<file path="src/inc/dtp_defines.svh">
// Register offsets, field positions and reset values of the timer pair.
`ifndef DTP_DEFINES_SVH
`define DTP_DEFINES_SVH

`define DTP_OFS_LOW_COUNT 4'h0
`define DTP_OFS_HIGH_COUNT 4'h1
`define DTP_OFS_HOLDING 4'h2
`define DTP_OFS_LOW_PERIOD 4'h3
`define DTP_OFS_HIGH_PERIOD 4'h4
`define DTP_OFS_LOWER_CTL 4'h5
`define DTP_OFS_UPPER_CTL 4'h6
`define DTP_OFS_IRQ_STATUS 4'h7
`define DTP_OFS_IRQ_CLEAR 4'h8
`define DTP_OFS_IRQ_ENABLE 4'h9

`define DTP_CTL_ENABLE 15
`define DTP_CTL_HALT_IN_IDLE 13
`define DTP_CTL_GATE 6
`define DTP_CTL_PSEL_LSB 4
`define DTP_CTL_MODE32 3
`define DTP_CTL_EXT_CLK 1
`define DTP_LOWER_CTL_MASK 16'ha07a
`define DTP_UPPER_CTL_MASK 16'ha072

`define DTP_IRQ_LOWER 0
`define DTP_IRQ_UPPER 1

`define DTP_RST_COUNT 16'h0000
`define DTP_RST_PERIOD 16'hffff
`define DTP_RST_CTL 16'h0000
`define DTP_RST_IRQ 2'h0

`endif

</file>
<file path="src/inc/dtp_pkg.sv">
// Types shared by the timer pair and its prescaler.
package dtp_pkg;
   typedef logic [15:0] dtp_word_t;
   typedef logic [3:0] dtp_addr_t;
   typedef enum logic [1:0] {DTP_PS_A, DTP_PS_B, DTP_PS_C, DTP_PS_D}
      dtp_psel_e;
endpackage : dtp_pkg

</file>
<file path="src/dtp_pair.sv">
// Paired 16-bit timers that also run as one 32-bit timer or counter.
//----------------------------------------------------------------------
//----------------------------------------------------------------------
//
// Local design decisions: the placing of the registers and the plain strobed port.
`timescale 1ns/1ps
`default_nettype none
`include "dtp_defines.svh"
module dtp_pair #(
   parameter int RATIO_A = 1,
   parameter int RATIO_B = 8,
   parameter int RATIO_C = 64,
   parameter int RATIO_D = 256
) (
   // Clock and reset.
   input wire logic sys_clk,
   input wire logic rst_b,
   // Register port.
   input wire dtp_pkg::dtp_addr_t bus_addr,
   input wire dtp_pkg::dtp_word_t bus_wdata,
   input wire logic bus_wr,
   input wire logic bus_rd,
   output dtp_pkg::dtp_word_t bus_rdata,
   // Pins and core state.
   input wire logic ext_clk_lower,
   input wire logic ext_clk_upper,
   input wire logic gate_lower,
   input wire logic gate_upper,
   input wire logic cpu_idle,
   // Events.
   output logic irq,
   output logic adc_trigger
);
   import dtp_pkg::*;

   //----------------------------------------------------------------
   // Pin synchronisers
   //----------------------------------------------------------------
   // Bit order: gate upper, gate lower, clock upper, clock lower.
   logic [3:0] pins, s1_q, s2_q, s3_q, filt_q, filt_d, rise;

   assign pins = {gate_upper, gate_lower, ext_clk_upper, ext_clk_lower};

   // A level counts only once the second and third stages agree.
   always_comb begin
      filt_d = (s2_q & s3_q) | (filt_q & (s2_q | s3_q));
      rise = filt_d & ~filt_q;
   end

   always_ff @(posedge sys_clk or negedge rst_b) begin
      if (!rst_b) begin
         s1_q <= 4'h0;
         s2_q <= 4'h0;
         s3_q <= 4'h0;
         filt_q <= 4'h0;
      end else begin
         s1_q <= pins;
         s2_q <= s1_q;
         s3_q <= s2_q;
         filt_q <= filt_d;
      end
   end

   //----------------------------------------------------------------
   // Registers
   //----------------------------------------------------------------
   dtp_word_t lo_q, lo_d, hi_q, hi_d, hold_q, hold_d;
   dtp_word_t plo_q, plo_d, phi_q, phi_d, clo_q, clo_d, chi_q, chi_d;
   dtp_word_t rdata_q, rdata_d;
   logic [1:0] stat_q, stat_d, ien_q, ien_d, set_ev;
   logic irq_q, irq_d, adc_q, adc_d;

   function automatic logic at(input dtp_addr_t a, input dtp_addr_t ofs);
      at = (a == ofs);
   endfunction : at

   // Raw count event of one timer before its prescaler.
   function automatic logic raw_tick(input dtp_word_t ctl, input logic edge_in,
                                     input logic gate, input logic idle);
      if (!ctl[`DTP_CTL_ENABLE]) begin
         raw_tick = 1'b0;
      end else if (idle && ctl[`DTP_CTL_HALT_IN_IDLE]) begin
         raw_tick = 1'b0;
      end else if (ctl[`DTP_CTL_EXT_CLK]) begin
         raw_tick = edge_in;
      end else if (ctl[`DTP_CTL_GATE]) begin
         raw_tick = gate;
      end else begin
         raw_tick = 1'b1;
      end
   endfunction : raw_tick

   logic mode32, wr_lo, rd_lo;
   assign wr_lo = bus_wr && at(bus_addr, `DTP_OFS_LOW_COUNT);
   assign rd_lo = bus_rd && at(bus_addr, `DTP_OFS_LOW_COUNT);
   assign mode32 = clo_q[`DTP_CTL_MODE32];

   //----------------------------------------------------------------
   // Count sources
   //----------------------------------------------------------------
   logic lo_raw, hi_raw, lo_tick, hi_tick;

   always_comb begin
      lo_raw = raw_tick(clo_q, rise[0], filt_q[2], cpu_idle);
      hi_raw = mode32 ? 1'b0 : raw_tick(chi_q, rise[1], filt_q[3], cpu_idle);
   end

   dtp_prescaler #(
      .RATIO_A(RATIO_A), .RATIO_B(RATIO_B), .RATIO_C(RATIO_C),
      .RATIO_D(RATIO_D), .SYNC_OUT(1'b1)
   ) u_pre_lower (
      .sys_clk(sys_clk),
      .rst_b(rst_b),
      .run(clo_q[`DTP_CTL_ENABLE]),
      .tick_in(lo_raw),
      .sel(dtp_psel_e'(clo_q[`DTP_CTL_PSEL_LSB +: 2])),
      .tick_out(lo_tick)
   );

   // Upper control is ignored in 32-bit mode.
   dtp_prescaler #(
      .RATIO_A(RATIO_A), .RATIO_B(RATIO_B), .RATIO_C(RATIO_C),
      .RATIO_D(RATIO_D), .SYNC_OUT(1'b0)
   ) u_pre_upper (
      .sys_clk(sys_clk),
      .rst_b(rst_b),
      .run(chi_q[`DTP_CTL_ENABLE] && !mode32),
      .tick_in(hi_raw),
      .sel(dtp_psel_e'(chi_q[`DTP_CTL_PSEL_LSB +: 2])),
      .tick_out(hi_tick)
   );

   //----------------------------------------------------------------
   // Counters and match
   //----------------------------------------------------------------
   logic match32, match_lo, match_hi, ev_lo, ev_hi;

   always_comb begin
      match32 = ({hi_q, lo_q} == {phi_q, plo_q});
      match_lo = (lo_q == plo_q);
      match_hi = (hi_q == phi_q);
      ev_lo = lo_tick && (mode32 ? match32 : match_lo);
      ev_hi = !mode32 && hi_tick && match_hi;
   end

   always_comb begin
      lo_d = lo_q;
      hi_d = hi_q;
      if (mode32) begin
         // Count and wrap at the period.
         // External edges count the same way.
         if (lo_tick) begin
            {hi_d, lo_d} = match32 ? 32'h0 : {hi_q, lo_q} + 32'h1;
         end
      end else begin
         if (lo_tick) begin
            lo_d = match_lo ? 16'h0000 : lo_q + 16'h0001;
         end
         if (hi_tick) begin
            hi_d = match_hi ? 16'h0000 : hi_q + 16'h0001;
         end
      end
      // Software writes take precedence over a count in the same cycle.
      if (wr_lo) begin
         lo_d = bus_wdata;
         if (mode32) begin
            hi_d = hold_q;
         end
      end
      if (bus_wr && at(bus_addr, `DTP_OFS_HIGH_COUNT)) begin
         hi_d = bus_wdata;
      end
   end

   //----------------------------------------------------------------
   // Register writes, flags and read data
   //----------------------------------------------------------------
   always_comb begin
      hold_d = hold_q;
      plo_d = plo_q;
      phi_d = phi_q;
      clo_d = clo_q;
      chi_d = chi_q;
      ien_d = ien_q;
      // Capture the high word on a low-word read in 32-bit mode.
      if (rd_lo && mode32) begin
         hold_d = hi_q;
      end
      if (bus_wr) begin
         if (at(bus_addr, `DTP_OFS_HOLDING)) begin
            hold_d = bus_wdata;
         end else if (at(bus_addr, `DTP_OFS_LOW_PERIOD)) begin
            plo_d = bus_wdata;
         end else if (at(bus_addr, `DTP_OFS_HIGH_PERIOD)) begin
            phi_d = bus_wdata;
         end else if (at(bus_addr, `DTP_OFS_LOWER_CTL)) begin
            clo_d = bus_wdata & `DTP_LOWER_CTL_MASK;
         end else if (at(bus_addr, `DTP_OFS_UPPER_CTL)) begin
            chi_d = bus_wdata & `DTP_UPPER_CTL_MASK;
         end else if (at(bus_addr, `DTP_OFS_IRQ_ENABLE)) begin
            ien_d = bus_wdata[1:0];
         end
      end
   end

   // A flag set in the cycle of its clear survives the clear.
   always_comb begin
      // 32-bit match uses the upper flag.
      // Split matches use their own flag.
      set_ev[`DTP_IRQ_UPPER] = ev_hi || (mode32 && ev_lo);
      set_ev[`DTP_IRQ_LOWER] = !mode32 && ev_lo;
      stat_d = stat_q;
      if (bus_wr && at(bus_addr, `DTP_OFS_IRQ_CLEAR)) begin
         stat_d = stat_q & ~bus_wdata[1:0];
      end
      stat_d = stat_d | set_ev;
      irq_d = |(stat_d & ien_d);
      adc_d = ev_lo || ev_hi;
   end

   always_comb begin
      rdata_d = 16'h0000;
      if (bus_rd) begin
         if (at(bus_addr, `DTP_OFS_LOW_COUNT)) begin
            rdata_d = lo_q;
         end else if (at(bus_addr, `DTP_OFS_HIGH_COUNT)) begin
            rdata_d = hi_q;
         end else if (at(bus_addr, `DTP_OFS_HOLDING)) begin
            rdata_d = hold_q;
         end else if (at(bus_addr, `DTP_OFS_LOW_PERIOD)) begin
            rdata_d = plo_q;
         end else if (at(bus_addr, `DTP_OFS_HIGH_PERIOD)) begin
            rdata_d = phi_q;
         end else if (at(bus_addr, `DTP_OFS_LOWER_CTL)) begin
            rdata_d = clo_q;
         end else if (at(bus_addr, `DTP_OFS_UPPER_CTL)) begin
            rdata_d = chi_q;
         end else if (at(bus_addr, `DTP_OFS_IRQ_STATUS)) begin
            rdata_d = {14'h0000, stat_q};
         end else if (at(bus_addr, `DTP_OFS_IRQ_ENABLE)) begin
            rdata_d = {14'h0000, ien_q};
         end
      end
   end

   always_ff @(posedge sys_clk or negedge rst_b) begin
      if (!rst_b) begin
         lo_q <= `DTP_RST_COUNT;
         hi_q <= `DTP_RST_COUNT;
         hold_q <= `DTP_RST_COUNT;
         plo_q <= `DTP_RST_PERIOD;
         phi_q <= `DTP_RST_PERIOD;
         clo_q <= `DTP_RST_CTL;
         chi_q <= `DTP_RST_CTL;
         stat_q <= `DTP_RST_IRQ;
         ien_q <= `DTP_RST_IRQ;
         irq_q <= 1'b0;
         adc_q <= 1'b0;
         rdata_q <= 16'h0000;
      end else begin
         lo_q <= lo_d;
         hi_q <= hi_d;
         hold_q <= hold_d;
         plo_q <= plo_d;
         phi_q <= phi_d;
         clo_q <= clo_d;
         chi_q <= chi_d;
         stat_q <= stat_d;
         ien_q <= ien_d;
         irq_q <= irq_d;
         adc_q <= adc_d;
         rdata_q <= rdata_d;
      end
   end

   assign bus_rdata = rdata_q;
   assign irq = irq_q;
   assign adc_trigger = adc_q;
endmodule : dtp_pair
`default_nettype wire

</file>
<file path="src/dtp_prescaler.sv">
// Count prescaler with optional registered output tick.
`timescale 1ns/1ps
`default_nettype none
module dtp_prescaler #(
   parameter int RATIO_A = 1,
   parameter int RATIO_B = 8,
   parameter int RATIO_C = 64,
   parameter int RATIO_D = 256,
   parameter bit SYNC_OUT = 1'b1
) (
   // Clock and reset.
   input wire logic sys_clk,
   input wire logic rst_b,
   // Count events in, divided events out.
   input wire logic run,
   input wire logic tick_in,
   input wire dtp_pkg::dtp_psel_e sel,
   output logic tick_out
);
   import dtp_pkg::*;

   logic [7:0] cnt_q, cnt_d;
   logic hit, sync_q;

   function automatic logic [7:0] limit(input dtp_psel_e s);
      case (s)
         DTP_PS_A: limit = 8'(RATIO_A - 1);
         DTP_PS_B: limit = 8'(RATIO_B - 1);
         DTP_PS_C: limit = 8'(RATIO_C - 1);
         default: limit = 8'(RATIO_D - 1);
      endcase
   endfunction : limit

   always_comb begin
      cnt_d = cnt_q;
      hit = 1'b0;
      if (!run) begin
         cnt_d = 8'h00;
      end else if (tick_in) begin
         if (cnt_q >= limit(sel)) begin
            cnt_d = 8'h00;
            hit = 1'b1;
         end else begin
            cnt_d = cnt_q + 8'h01;
         end
      end
   end

   always_ff @(posedge sys_clk or negedge rst_b) begin
      if (!rst_b) begin
         cnt_q <= 8'h00;
         sync_q <= 1'b0;
      end else begin
         cnt_q <= cnt_d;
         sync_q <= hit;
      end
   end

   // The registered form costs one cycle but re-times fast external counts.
   // A tick still in flight when the timer stops is dropped, so it cannot
   // land on the count after the mode has been changed.
   assign tick_out = SYNC_OUT ? (sync_q && run) : hit;
endmodule : dtp_prescaler
`default_nettype wire

</file>
<file path="config.mk">
export PLATFORM = sky130hd
export DESIGN_NAME = dtp_pair
export DESIGN_NICKNAME = d
export VERILOG_FILES = /design/src/inc/dtp_pkg.sv /design/src/dtp_pair.sv /design/src/dtp_prescaler.sv
export VERILOG_INCLUDE_DIRS = /design/src /design/src/inc
export SDC_FILE = /design/constraint.sdc
export NUM_CORES = 1
export LEC_CHECK = 0
export BUFFER_PORTS_ARGS = -buffer_cell sky130_fd_sc_hd__buf_2
export CAP_MARGIN = 0
export CELL_PAD_IN_SITES_DETAIL_PLACEMENT = 2
export CELL_PAD_IN_SITES_GLOBAL_PLACEMENT = 2
export CORE_ASPECT_RATIO = 0.6
export CORE_MARGIN = 4
export CORE_UTILIZATION = 43
export CTS_CLUSTER_DIAMETER = 120
export CTS_CLUSTER_SIZE = 16
export DETAILED_ROUTE_END_ITERATION = 7
export PLACE_DENSITY = 0.83
export SLEW_MARGIN = 20
export SYNTH_ARGS = -nofsm -noshare
export SYNTH_HDL_FRONTEND = slang
export SYNTH_HIERARCHICAL = 1
export SYNTH_SLANG_ARGS = --single-unit
</file>
<file path="constraint.sdc">
create_clock -name sys_clk -period 7.6 [get_ports sys_clk]
set_clock_uncertainty 0.1 [all_clocks]
set_input_delay 0.38 -clock sys_clk [delete_from_list [all_inputs] [get_ports sys_clk]]
set_output_delay 0.38 -clock sys_clk [all_outputs]
set_load 0.03 [all_outputs]
</file>
Word-level counts from Yosys, hierarchy flattened
Index checks and enable logic that the tools add are counted.
{"block": "totals", "regBits": 148, "input_bits": 29, "output_inout_bits": 18, "wordCells": 146}
{"block": "classes", "n_addsub": 5, "order_cmp": 2, "n_eq_ne": 18, "n_mux": 62, "bitwise": 14, "reduce_logical": 26}
{"cell": "16-bit two-way mux", "count": 23}
{"cell": "8-bit two-way mux", "count": 10}
{"cell": "8-bit case mux with 3 select lines", "count": 2}
{"cell": "16-bit by 1-bit adder with 16-bit output (second input constant)", "count": 2}
{"cell": "32-bit by 1-bit adder with 32-bit output (second input constant)", "count": 1}
{"cell": "16-bit == test", "count": 2}
{"cell": "32-bit == test", "count": 1}
{"cell": "32-bit two-way mux", "count": 1}
{"cell": "2-bit two-way mux", "count": 10}
{"cell": "8-bit by 1-bit adder with 8-bit output (second input constant)", "count": 2}
{"cell": "4-bit by 3-bit == test with 1-bit output (second input constant)", "count": 4}
{"cell": "8-bit greater-or-equal comparator", "count": 2}
{"cell": "1-bit two-way mux", "count": 16}
{"cell": "1-bit logical AND", "count": 14}
{"cell": "4-bit AND", "count": 2}
{"cell": "4-bit by 2-bit == test with 1-bit output (second input constant)", "count": 2}
{"cell": "4-bit == test (second input constant)", "count": 2}
{"cell": "4-bit bitwise OR", "count": 2}
{"cell": "2-bit AND", "count": 3}
{"cell": "6-bit AND reduction", "count": 1}
{"cell": "5-bit AND reduction", "count": 1}
{"cell": "2-bit by 1-bit == test with 1-bit output (second input constant)", "count": 2}
{"cell": "2-bit == test (second input constant)", "count": 2}
{"cell": "4-bit by 1-bit == test with 1-bit output (second input constant)", "count": 1}
{"cell": "13 further kinds", "count": 19}

Logic depth before layout (Yosys ltp)
{"block": "depth", "ltp_word": 20, "ltp_mapped": 14, "ltp_nobuf": 13}

By module
Netlist, hierarchy kept.
{"mod": "dtp_pair", "n_inst": 1, "cells_per_inst": 791, "area_per_inst_um2": 7703.6}
{"mod": "dtp_prescaler (u_pre_lower)", "n_inst": 1, "cells_per_inst": 67, "area_per_inst_um2": 619.3}
{"mod": "dtp_prescaler (u_pre_upper)", "n_inst": 1, "cells_per_inst": 72, "area_per_inst_um2": 598.1}

Worst setup path before layout
No wires, ideal clock.
{"block": "synth_path", "kind": "register to register", "from": "register chi_q[5]", "to": "register hi_q[12]", "setup_time_ps": 123, "arrival_ps": 2622, "t_required_ps": 7377, "path_slack_ps": 4755, "path_stages_with_launch": 15, "n_path_buf": 1, "synth_period_minus_slack_ps": 2845, "cell_sequence": "dfrtp_1 > or2_1 > inv_1 > ha_1 > o21ai_0 > a221oi_2 > o21a_2 > o21ai_1 > nor2_1 > clkbuf_1 > nand2_1 > nor3_1 > xor2_1 > a31oi_1 > o21ai_1"}
{"block": "synth_between", "elab_chain_cells": 13, "elab_cells_between_ends": 15, "classes_between": "order compare: 1; eq/ne: 2; mux: 11; reduce/logical: 1"}
{"item": "start: declaration", "line": "dtp_pair.sv:68", "text": "dtp_word_t plo_q, plo_d, phi_q, phi_d, clo_q, clo_d, chi_q, chi_d;"}
{"item": "start signal: assignment", "line": "dtp_pair.sv:254", "text": "chi_q <= `DTP_RST_CTL;"}
{"item": "start signal: assignment", "line": "dtp_pair.sv:267", "text": "chi_q <= chi_d;"}
{"item": "2-bit == test, or another cell as far along", "line": "dtp_prescaler.sv:26", "text": "case (s)"}
{"item": "8-bit case mux with 3 select lines (*)", "line": "dtp_prescaler.sv:26"}
{"item": "8-bit two-way mux (*)", "line": "dtp_prescaler.sv:39", "text": "end else if (tick_in) begin"}
{"item": "8-bit two-way mux (*)", "line": "dtp_prescaler.sv:37", "text": "if (!run) begin"}
{"item": "8-bit greater-or-equal comparator (*)", "line": "dtp_prescaler.sv:40", "text": "if (cnt_q >= limit(sel)) begin"}
{"item": "1-bit two-way mux (*)", "line": "dtp_prescaler.sv:40"}
{"item": "1-bit two-way mux (*)", "line": "dtp_prescaler.sv:39"}
{"item": "1-bit two-way mux (*)", "line": "dtp_prescaler.sv:37"}
{"item": "named net hi_tick", "line": "dtp_pair.sv:101", "text": "logic lo_raw, hi_raw, lo_tick, hi_tick;"}
{"item": "16-bit two-way mux (*)", "line": "dtp_pair.sv:159", "text": "if (hi_tick) begin"}
{"item": "16-bit two-way mux (*)", "line": "dtp_pair.sv:149", "text": "if (mode32) begin"}
{"item": "16-bit two-way mux", "line": "dtp_pair.sv:166", "text": "if (mode32) begin"}
{"item": "16-bit two-way mux (*)", "line": "dtp_pair.sv:164", "text": "if (wr_lo) begin"}
{"item": "16-bit two-way mux (*)", "line": "dtp_pair.sv:170", "text": "if (bus_wr && at(bus_addr, `DTP_OFS_HIGH_COUNT)) begin"}
{"item": "named net hi_d[12]", "line": "dtp_pair.sv:67", "text": "dtp_word_t lo_q, lo_d, hi_q, hi_d, hold_q, hold_d;"}
{"item": "end signal: assignment", "line": "dtp_pair.sv:249", "text": "hi_q <= `DTP_RST_COUNT;"}
{"item": "end signal: assignment", "line": "dtp_pair.sv:262", "text": "hi_q <= hi_d;"}
{"item": "end: declaration", "line": "dtp_pair.sv:67"}
The timed path passes the listed nets; every way through them passes the cells marked *. The select of a mux whose other input is x is not followed.
A chain may end at the register's enable or synchronous reset.

Worst setup path after layout
{"block": "layout_path", "from": "register clo_q[3]", "to": "register hi_q[12]"}
{"block": "layout_between", "elab_chain_cells": 8, "elab_cells_between_ends": 10, "classes_between": "mux: 8; reduce/logical: 2"}
{"item": "start: declaration", "line": "dtp_pair.sv:68"}
{"item": "start signal: assignment", "line": "dtp_pair.sv:253", "text": "clo_q <= `DTP_RST_CTL;"}
{"item": "start signal: assignment", "line": "dtp_pair.sv:266", "text": "clo_q <= clo_d;"}
{"item": "1-bit two-way mux (*)", "line": "dtp_pair.sv:105", "text": "hi_raw = mode32 ? 1'b0 : raw_tick(chi_q, rise[1], filt_q[3], cpu_idle);"}
{"item": "named net hi_raw", "line": "dtp_pair.sv:101"}
{"item": "1-bit two-way mux (*)", "line": "dtp_prescaler.sv:39"}
{"item": "1-bit two-way mux (*)", "line": "dtp_prescaler.sv:37"}
{"item": "named net hi_tick", "line": "dtp_pair.sv:101"}
{"item": "16-bit two-way mux (*)", "line": "dtp_pair.sv:159"}
{"item": "16-bit two-way mux (*)", "line": "dtp_pair.sv:149"}
{"item": "16-bit two-way mux", "line": "dtp_pair.sv:166"}
{"item": "16-bit two-way mux (*)", "line": "dtp_pair.sv:164"}
{"item": "16-bit two-way mux (*)", "line": "dtp_pair.sv:170"}
{"item": "named net hi_d[12]", "line": "dtp_pair.sv:67"}
The timed path passes the listed nets; every way through them passes the cells marked *.

==> flow_summary.html <==
<table>
<tr><th>Metric</th><th>Value</th></tr>
<tr><th colspan="2">Timing</th></tr>
<tr><td>Peak Freq</td><td>0.240 GHz</td></tr>
<tr><td>Slew Limit Headroom</td><td>31.8%</td></tr>
<tr><td>Slew Viols, Final</td><td>0</td></tr>
<tr><td>Shortest period the worst path allows</td><td>4170 ps</td></tr>
<tr><td>RSZ-0062 raised after global routing</td><td>false</td></tr>
<tr><td>Period utilisation layout</td><td>54.8%</td></tr>
<tr><td>Transition time of the tightest slew-check pin</td><td>1020 ps</td></tr>
<tr><td>Smallest hold slack</td><td>125 ps</td></tr>
<tr><td>Count of final setup violators</td><td>0</td></tr>
<tr><td>Hold Vio Cnt, Final</td><td>0</td></tr>
<tr><td>Setup TNS after final layout</td><td>0 ps</td></tr>
<tr><th colspan="2">Clocking</th></tr>
<tr><td>Max clock buf depth</td><td>2</td></tr>
<tr><td>Clock tree from TritonCTS</td><td>done</td></tr>
<tr><td>Insertion delay of the later-clocked pin in the worst-skew pair</td><td>460 ps</td></tr>
<tr><td>H-tree levels</td><td>4</td></tr>
<tr><td>Hold-fix buffers, CTS</td><td>5</td></tr>
<tr><td>Number of buffers inserted during clock tree synthesis</td><td>17</td></tr>
<tr><td>Root cell of the clock tree</td><td>clkbuf_16</td></tr>
<tr><td>Number of gates resized after CTS</td><td>0</td></tr>
<tr><td>Sinks on Clock Net</td><td>148</td></tr>
<tr><td>Setup fix buffers added after clock tree synthesis</td><td>0</td></tr>
<tr><td>Register clock-pin slew on the reported worst setup and hold paths</td><td>70 ps</td></tr>
<tr><th colspan="2">Setup path</th></tr>
<tr><td>Slowest-stage cell, CP</td><td>nor2_1</td></tr>
<tr><td>Setup crit start</td><td>clo_q[3]$_DFFE_PN0P_</td></tr>
<tr><td>Launching point of the worst reg2reg path</td><td>clo_q[3]$_DFFE_PN0P_</td></tr>
<tr><td>Signal arrival time at the worst endpoint</td><td>4440 ps</td></tr>
<tr><td>Cell breakdown of the critical path</td><td>nor2b_1 &gt; nand2_1 &gt; a221oi_2 &gt; o21ai_1 &gt; nor2_1 &gt; nand2_1 &gt; nor3_1 &gt; xor2_1 &gt; a31oi_1 &gt; o21ai_1</td></tr>
<tr><td>Start-to-end type of the worst setup path</td><td>reg -&gt; reg</td></tr>
<tr><td>Levels on crit path</td><td>10</td></tr>
<tr><td>R2R Setup Slk</td><td>3430 ps</td></tr>
<tr><td>Critical path's top delay family</td><td>simple AND/OR/NAND/NOR gates</td></tr>
<tr><td>Worst Reg-to-Reg Cells</td><td>10</td></tr>
<tr><td>Crit path max fanout</td><td>15</td></tr>
<tr><td>Critical path buffer and inverter count</td><td>0</td></tr>
<tr><td>Critical Path Start Type</td><td>flop</td></tr>
<tr><td>Kind of end point of the critical path</td><td>flop</td></tr>
<tr><td>Critical Path End</td><td>hi_q[12]$_DFF_PN0_</td></tr>
<tr><td>Endpoint required time on the critical path</td><td>7870 ps</td></tr>
<tr><td>Worst r2r dst</td><td>hi_q[12]$_DFF_PN0_</td></tr>
<tr><td>Slowest cell delay on critical path</td><td>670 ps</td></tr>
<tr><th colspan="2">Routing</th></tr>
<tr><td>Antenna Violating Nets Remaining</td><td>0</td></tr>
<tr><td>Routed wire length per instance</td><td>28.1 um</td></tr>
<tr><td>WL final</td><td>34300 um</td></tr>
<tr><td>Vias after detailed routing</td><td>7760</td></tr>
<tr><td>DR DRC count</td><td>5</td></tr>
<tr><td>Met1 Wirelength</td><td>16100 um</td></tr>
<tr><td>Top Layer Used</td><td>met4</td></tr>
<tr><td>Number of detailed-route iterations in the first pass</td><td>8</td></tr>
<tr><td>First-iteration detailed-routing DRC count</td><td>695</td></tr>
<tr><td>Detailed route wirelength on metal3</td><td>2350 um</td></tr>
<tr><td>WL met2</td><td>15300 um</td></tr>
<tr><td>Mean number of vias per cell</td><td>6.34</td></tr>
<tr><th colspan="2">Synthesis</th></tr>
<tr><td>Yosys warnings</td><td>6</td></tr>
<tr><td>Number of storage elements in the synthesis netlist</td><td>148</td></tr>
<tr><td>Largest cells by area after synthesis</td><td>dfrtp_1 33%, dfstp_2 9.4%, xnor2_1 5.8%</td></tr>
<tr><td>Most used flip-flop cell after synthesis</td><td>dfrtp_1</td></tr>
<tr><td>Average footprint of a synthesized cell</td><td>9.59 um2</td></tr>
<tr><td>Number of instances in the synthesized netlist</td><td>930</td></tr>
<tr><td>FFs w/ async S/R, synth</td><td>100%</td></tr>
<tr><td>Sequential share of the synthesized area</td><td>42.0%</td></tr>
<tr><td>Number of distinct library cells after synthesis</td><td>78</td></tr>
<tr><td>Yosys top cell by area</td><td>dfrtp_1</td></tr>
<tr><td>Number of flops mapped to enable cells by yosys</td><td>0</td></tr>
<tr><td>Synth Cell Area</td><td>8920 um2</td></tr>
<tr><td>Top cell type's share of synthesized area</td><td>32.5%</td></tr>
<tr><td>Net count of the mapped netlist</td><td>969</td></tr>
<tr><th colspan="2">Die</th></tr>
<tr><td>Initial core utilization</td><td>44.2%</td></tr>
<tr><td>Cell Rows</td><td>40</td></tr>
<tr><td>Area enclosed by the die boundary</td><td>23200 um2</td></tr>
<tr><td>Width of the chip</td><td>194 um</td></tr>
<tr><td>Core area</td><td>20200 um2</td></tr>
<tr><td>I/O pin total</td><td>47</td></tr>
<tr><td>Height of the die</td><td>120 um</td></tr>
<tr><th colspan="2">Layout</th></tr>
<tr><td>Commonest cells after routing, fill and taps aside</td><td>124 x nand2_1, 116 x dfrtp_1, 62 x nor2_1</td></tr>
<tr><td>Net count of the finished layout</td><td>977</td></tr>
<tr><td>Fraction of layout instances using a drive strength above 1</td><td>20.0%</td></tr>
<tr><td>Area growth syn-to-layout</td><td>10.4%</td></tr>
<tr><td>Area taken by multi-input logic gates</td><td>4760 um2</td></tr>
<tr><td>Ant. Diodes</td><td>0</td></tr>
<tr><td>FF+latch area</td><td>3740 um2</td></tr>
<tr><td>Layout filler cell count</td><td>2104</td></tr>
<tr><td>Layout Utilization</td><td>48.8%</td></tr>
<tr><td>Most common library cell in the layout ignoring fill and taps</td><td>nand2_1</td></tr>
<tr><th colspan="2">Power</th></tr>
<tr><td>Total leakage power</td><td>4.13 nW</td></tr>
<tr><td>Cell Pwr Density</td><td>297 nW/um2</td></tr>
<tr><td>Worst vdd rail ir drop</td><td>0.160 mV</td></tr>
<tr><th colspan="2">Placement</th></tr>
<tr><td>Number of input and output port buffers inserted</td><td>46</td></tr>
<tr><td>Placed wire-length estimate after detailed placement</td><td>23100 um</td></tr>
<tr><td>Global placement routability congestion</td><td>0.892</td></tr>
<tr><th colspan="2">Global routing</th></tr>
<tr><td>Initial antenna violation count</td><td>0</td></tr>
<tr><td>Vias in the first global route</td><td>8287</td></tr>
<tr><td>GRT Resource Usage Total</td><td>30.2%</td></tr>
<tr><td>Maximum number of pins on one net before global-route repair</td><td>79</td></tr>
<tr><td>First-pass GRT wire length</td><td>53600 um</td></tr>
<tr><td>Total global routing overflow</td><td>0</td></tr>
<tr><th colspan="2">Status</th></tr>
<tr><td>Run status</td><td>finished, violations left</td></tr>
<tr><td>Violated checks</td><td>DRC</td></tr>
<tr><th colspan="2">Hold path</th></tr>
<tr><td>Worst min-delay path class</td><td>in -&gt; reg</td></tr>
<tr><th colspan="2">Flow run</th></tr>
<tr><td>Number of maximum-capacitance constraint violations</td><td>0</td></tr>
</table>
==> cells in the mapped netlist (15+ instances only) <==
master    number
nand3_1       34
dfstp_2       32
clkbuf_1      28
a21oi_1       29
nor2_1        63
o21ai_0       41
mux2_2        43
xnor2_1       59
nand2_1      124
nand4_1       27
mux2i_1       26
buf_2         24
o22ai_1       15
dfrtp_1      116
and3_1        17
a22oi_1       21
xor2_1        18
==> where the power goes <==
part	switching (mW)	internal (mW)	leakage [nW]
Combinational	0.425	0.324	2.05
Clock	0.375	0.520	0.285
Sequential	0.301	0.976	1.80
Total	1.10	1.82	4.13
==> cell type report <==
class,instances,share of cell area [%]
Clock inverter,10,1.23
Inverter,11,0.419
Multi-Input combinational cell,700,48.3
Sequential cell,148,38.0
Clock buffer,22,4.92
Timing Repair Buffer,60,3.63
Tap cell,273,3.47
==> cell families (layout without fill, tap and decap cells) <==
family | after synthesis | after routing | share of synthesized area [%]
adder cells (fa/ha/maj) | 14 | 14 | 1.85
AND/OR/NAND/NOR | 335 | 335 | 18.7
AO/OA/AOI/OAI | 197 | 197 | 15.6
flip-flops | 148 | 148 | 42.0
multiplexers | 75 | 75 | 9.10
buffers and inverters | 82 | 103 | 4.87
XOR/XNOR | 79 | 79 | 7.92
==> worst min-delay path by stage <==
stage | start | endpoint | slack (ps) | cells after the start
after detailed placement | s1_q[3]$_DFF_PN0_ | s2_q[3]$_DFF_PN0_ | 240 | 0
after CTS | bus_wdata[9] | lo_q[9]$_DFFE_PN0P_ | 120 | 3
after global placement | s1_q[0]$_DFF_PN0_ | s2_q[0]$_DFF_PN0_ | 230 | 0
final | bus_wdata[9] | lo_q[9]$_DFFE_PN0P_ | 130 | 3
after floorplan | rst_b | adc_trigger$_DFF_PN0_ | -20 | 0
after global routing | bus_wdata[2] | lo_q[2]$_DFFE_PN0P_ | 130 | 3
==> metrics by stage <==
stage | total power, mW | instances | instance area [um2] | setup WS, ps
2_1_floorplan | 1.72 | 930 | 8920 | 4750
3_3_place_gp | 1.93 | 1187 | 9180 | 3670
3_5_place_dp | 1.98 | 1187 | 9180 | 3330
4_1_cts | 2.92 | 1224 | 9840 | 3120
5_1_grt | 3.05 | 1224 | 9850 | 3140
6_report | 2.92 | 1224 | 9850 | 3430
==> flip-flops by register name, indices dropped and copies added (netlist names), 4 cells and up <==
signal	flops
u_pre_upper/cnt_q	8
lo_q	16
u_pre_lower/cnt_q	8
chi_q	6
clo_q	7
filt_q	4
s1_q	4
hold_q	16
s3_q	4
plo_q	16
hi_q	16
bus_rdata	16
phi_q	16
s2_q	4
==> layer usage <==
metal  up-vias  GRT usage (%)
met2       293           46.4
met3        54           7.94
met1      4068           43.4
met5         -              0
li1       3345              -
met4         0           6.54
==> worst register-to-register path, cell delays in order (launching register included) <==
cell and delay, ps:
dfrtp_1 620, nor2b_1 450, nand2_1 130, a221oi_2 630, o21ai_1 210, nor2_1 670
nand2_1 420, nor3_1 350, xor2_1 250, a31oi_1 120, o21ai_1 140
Note: power is estimated with default switching activity, not from simulation.
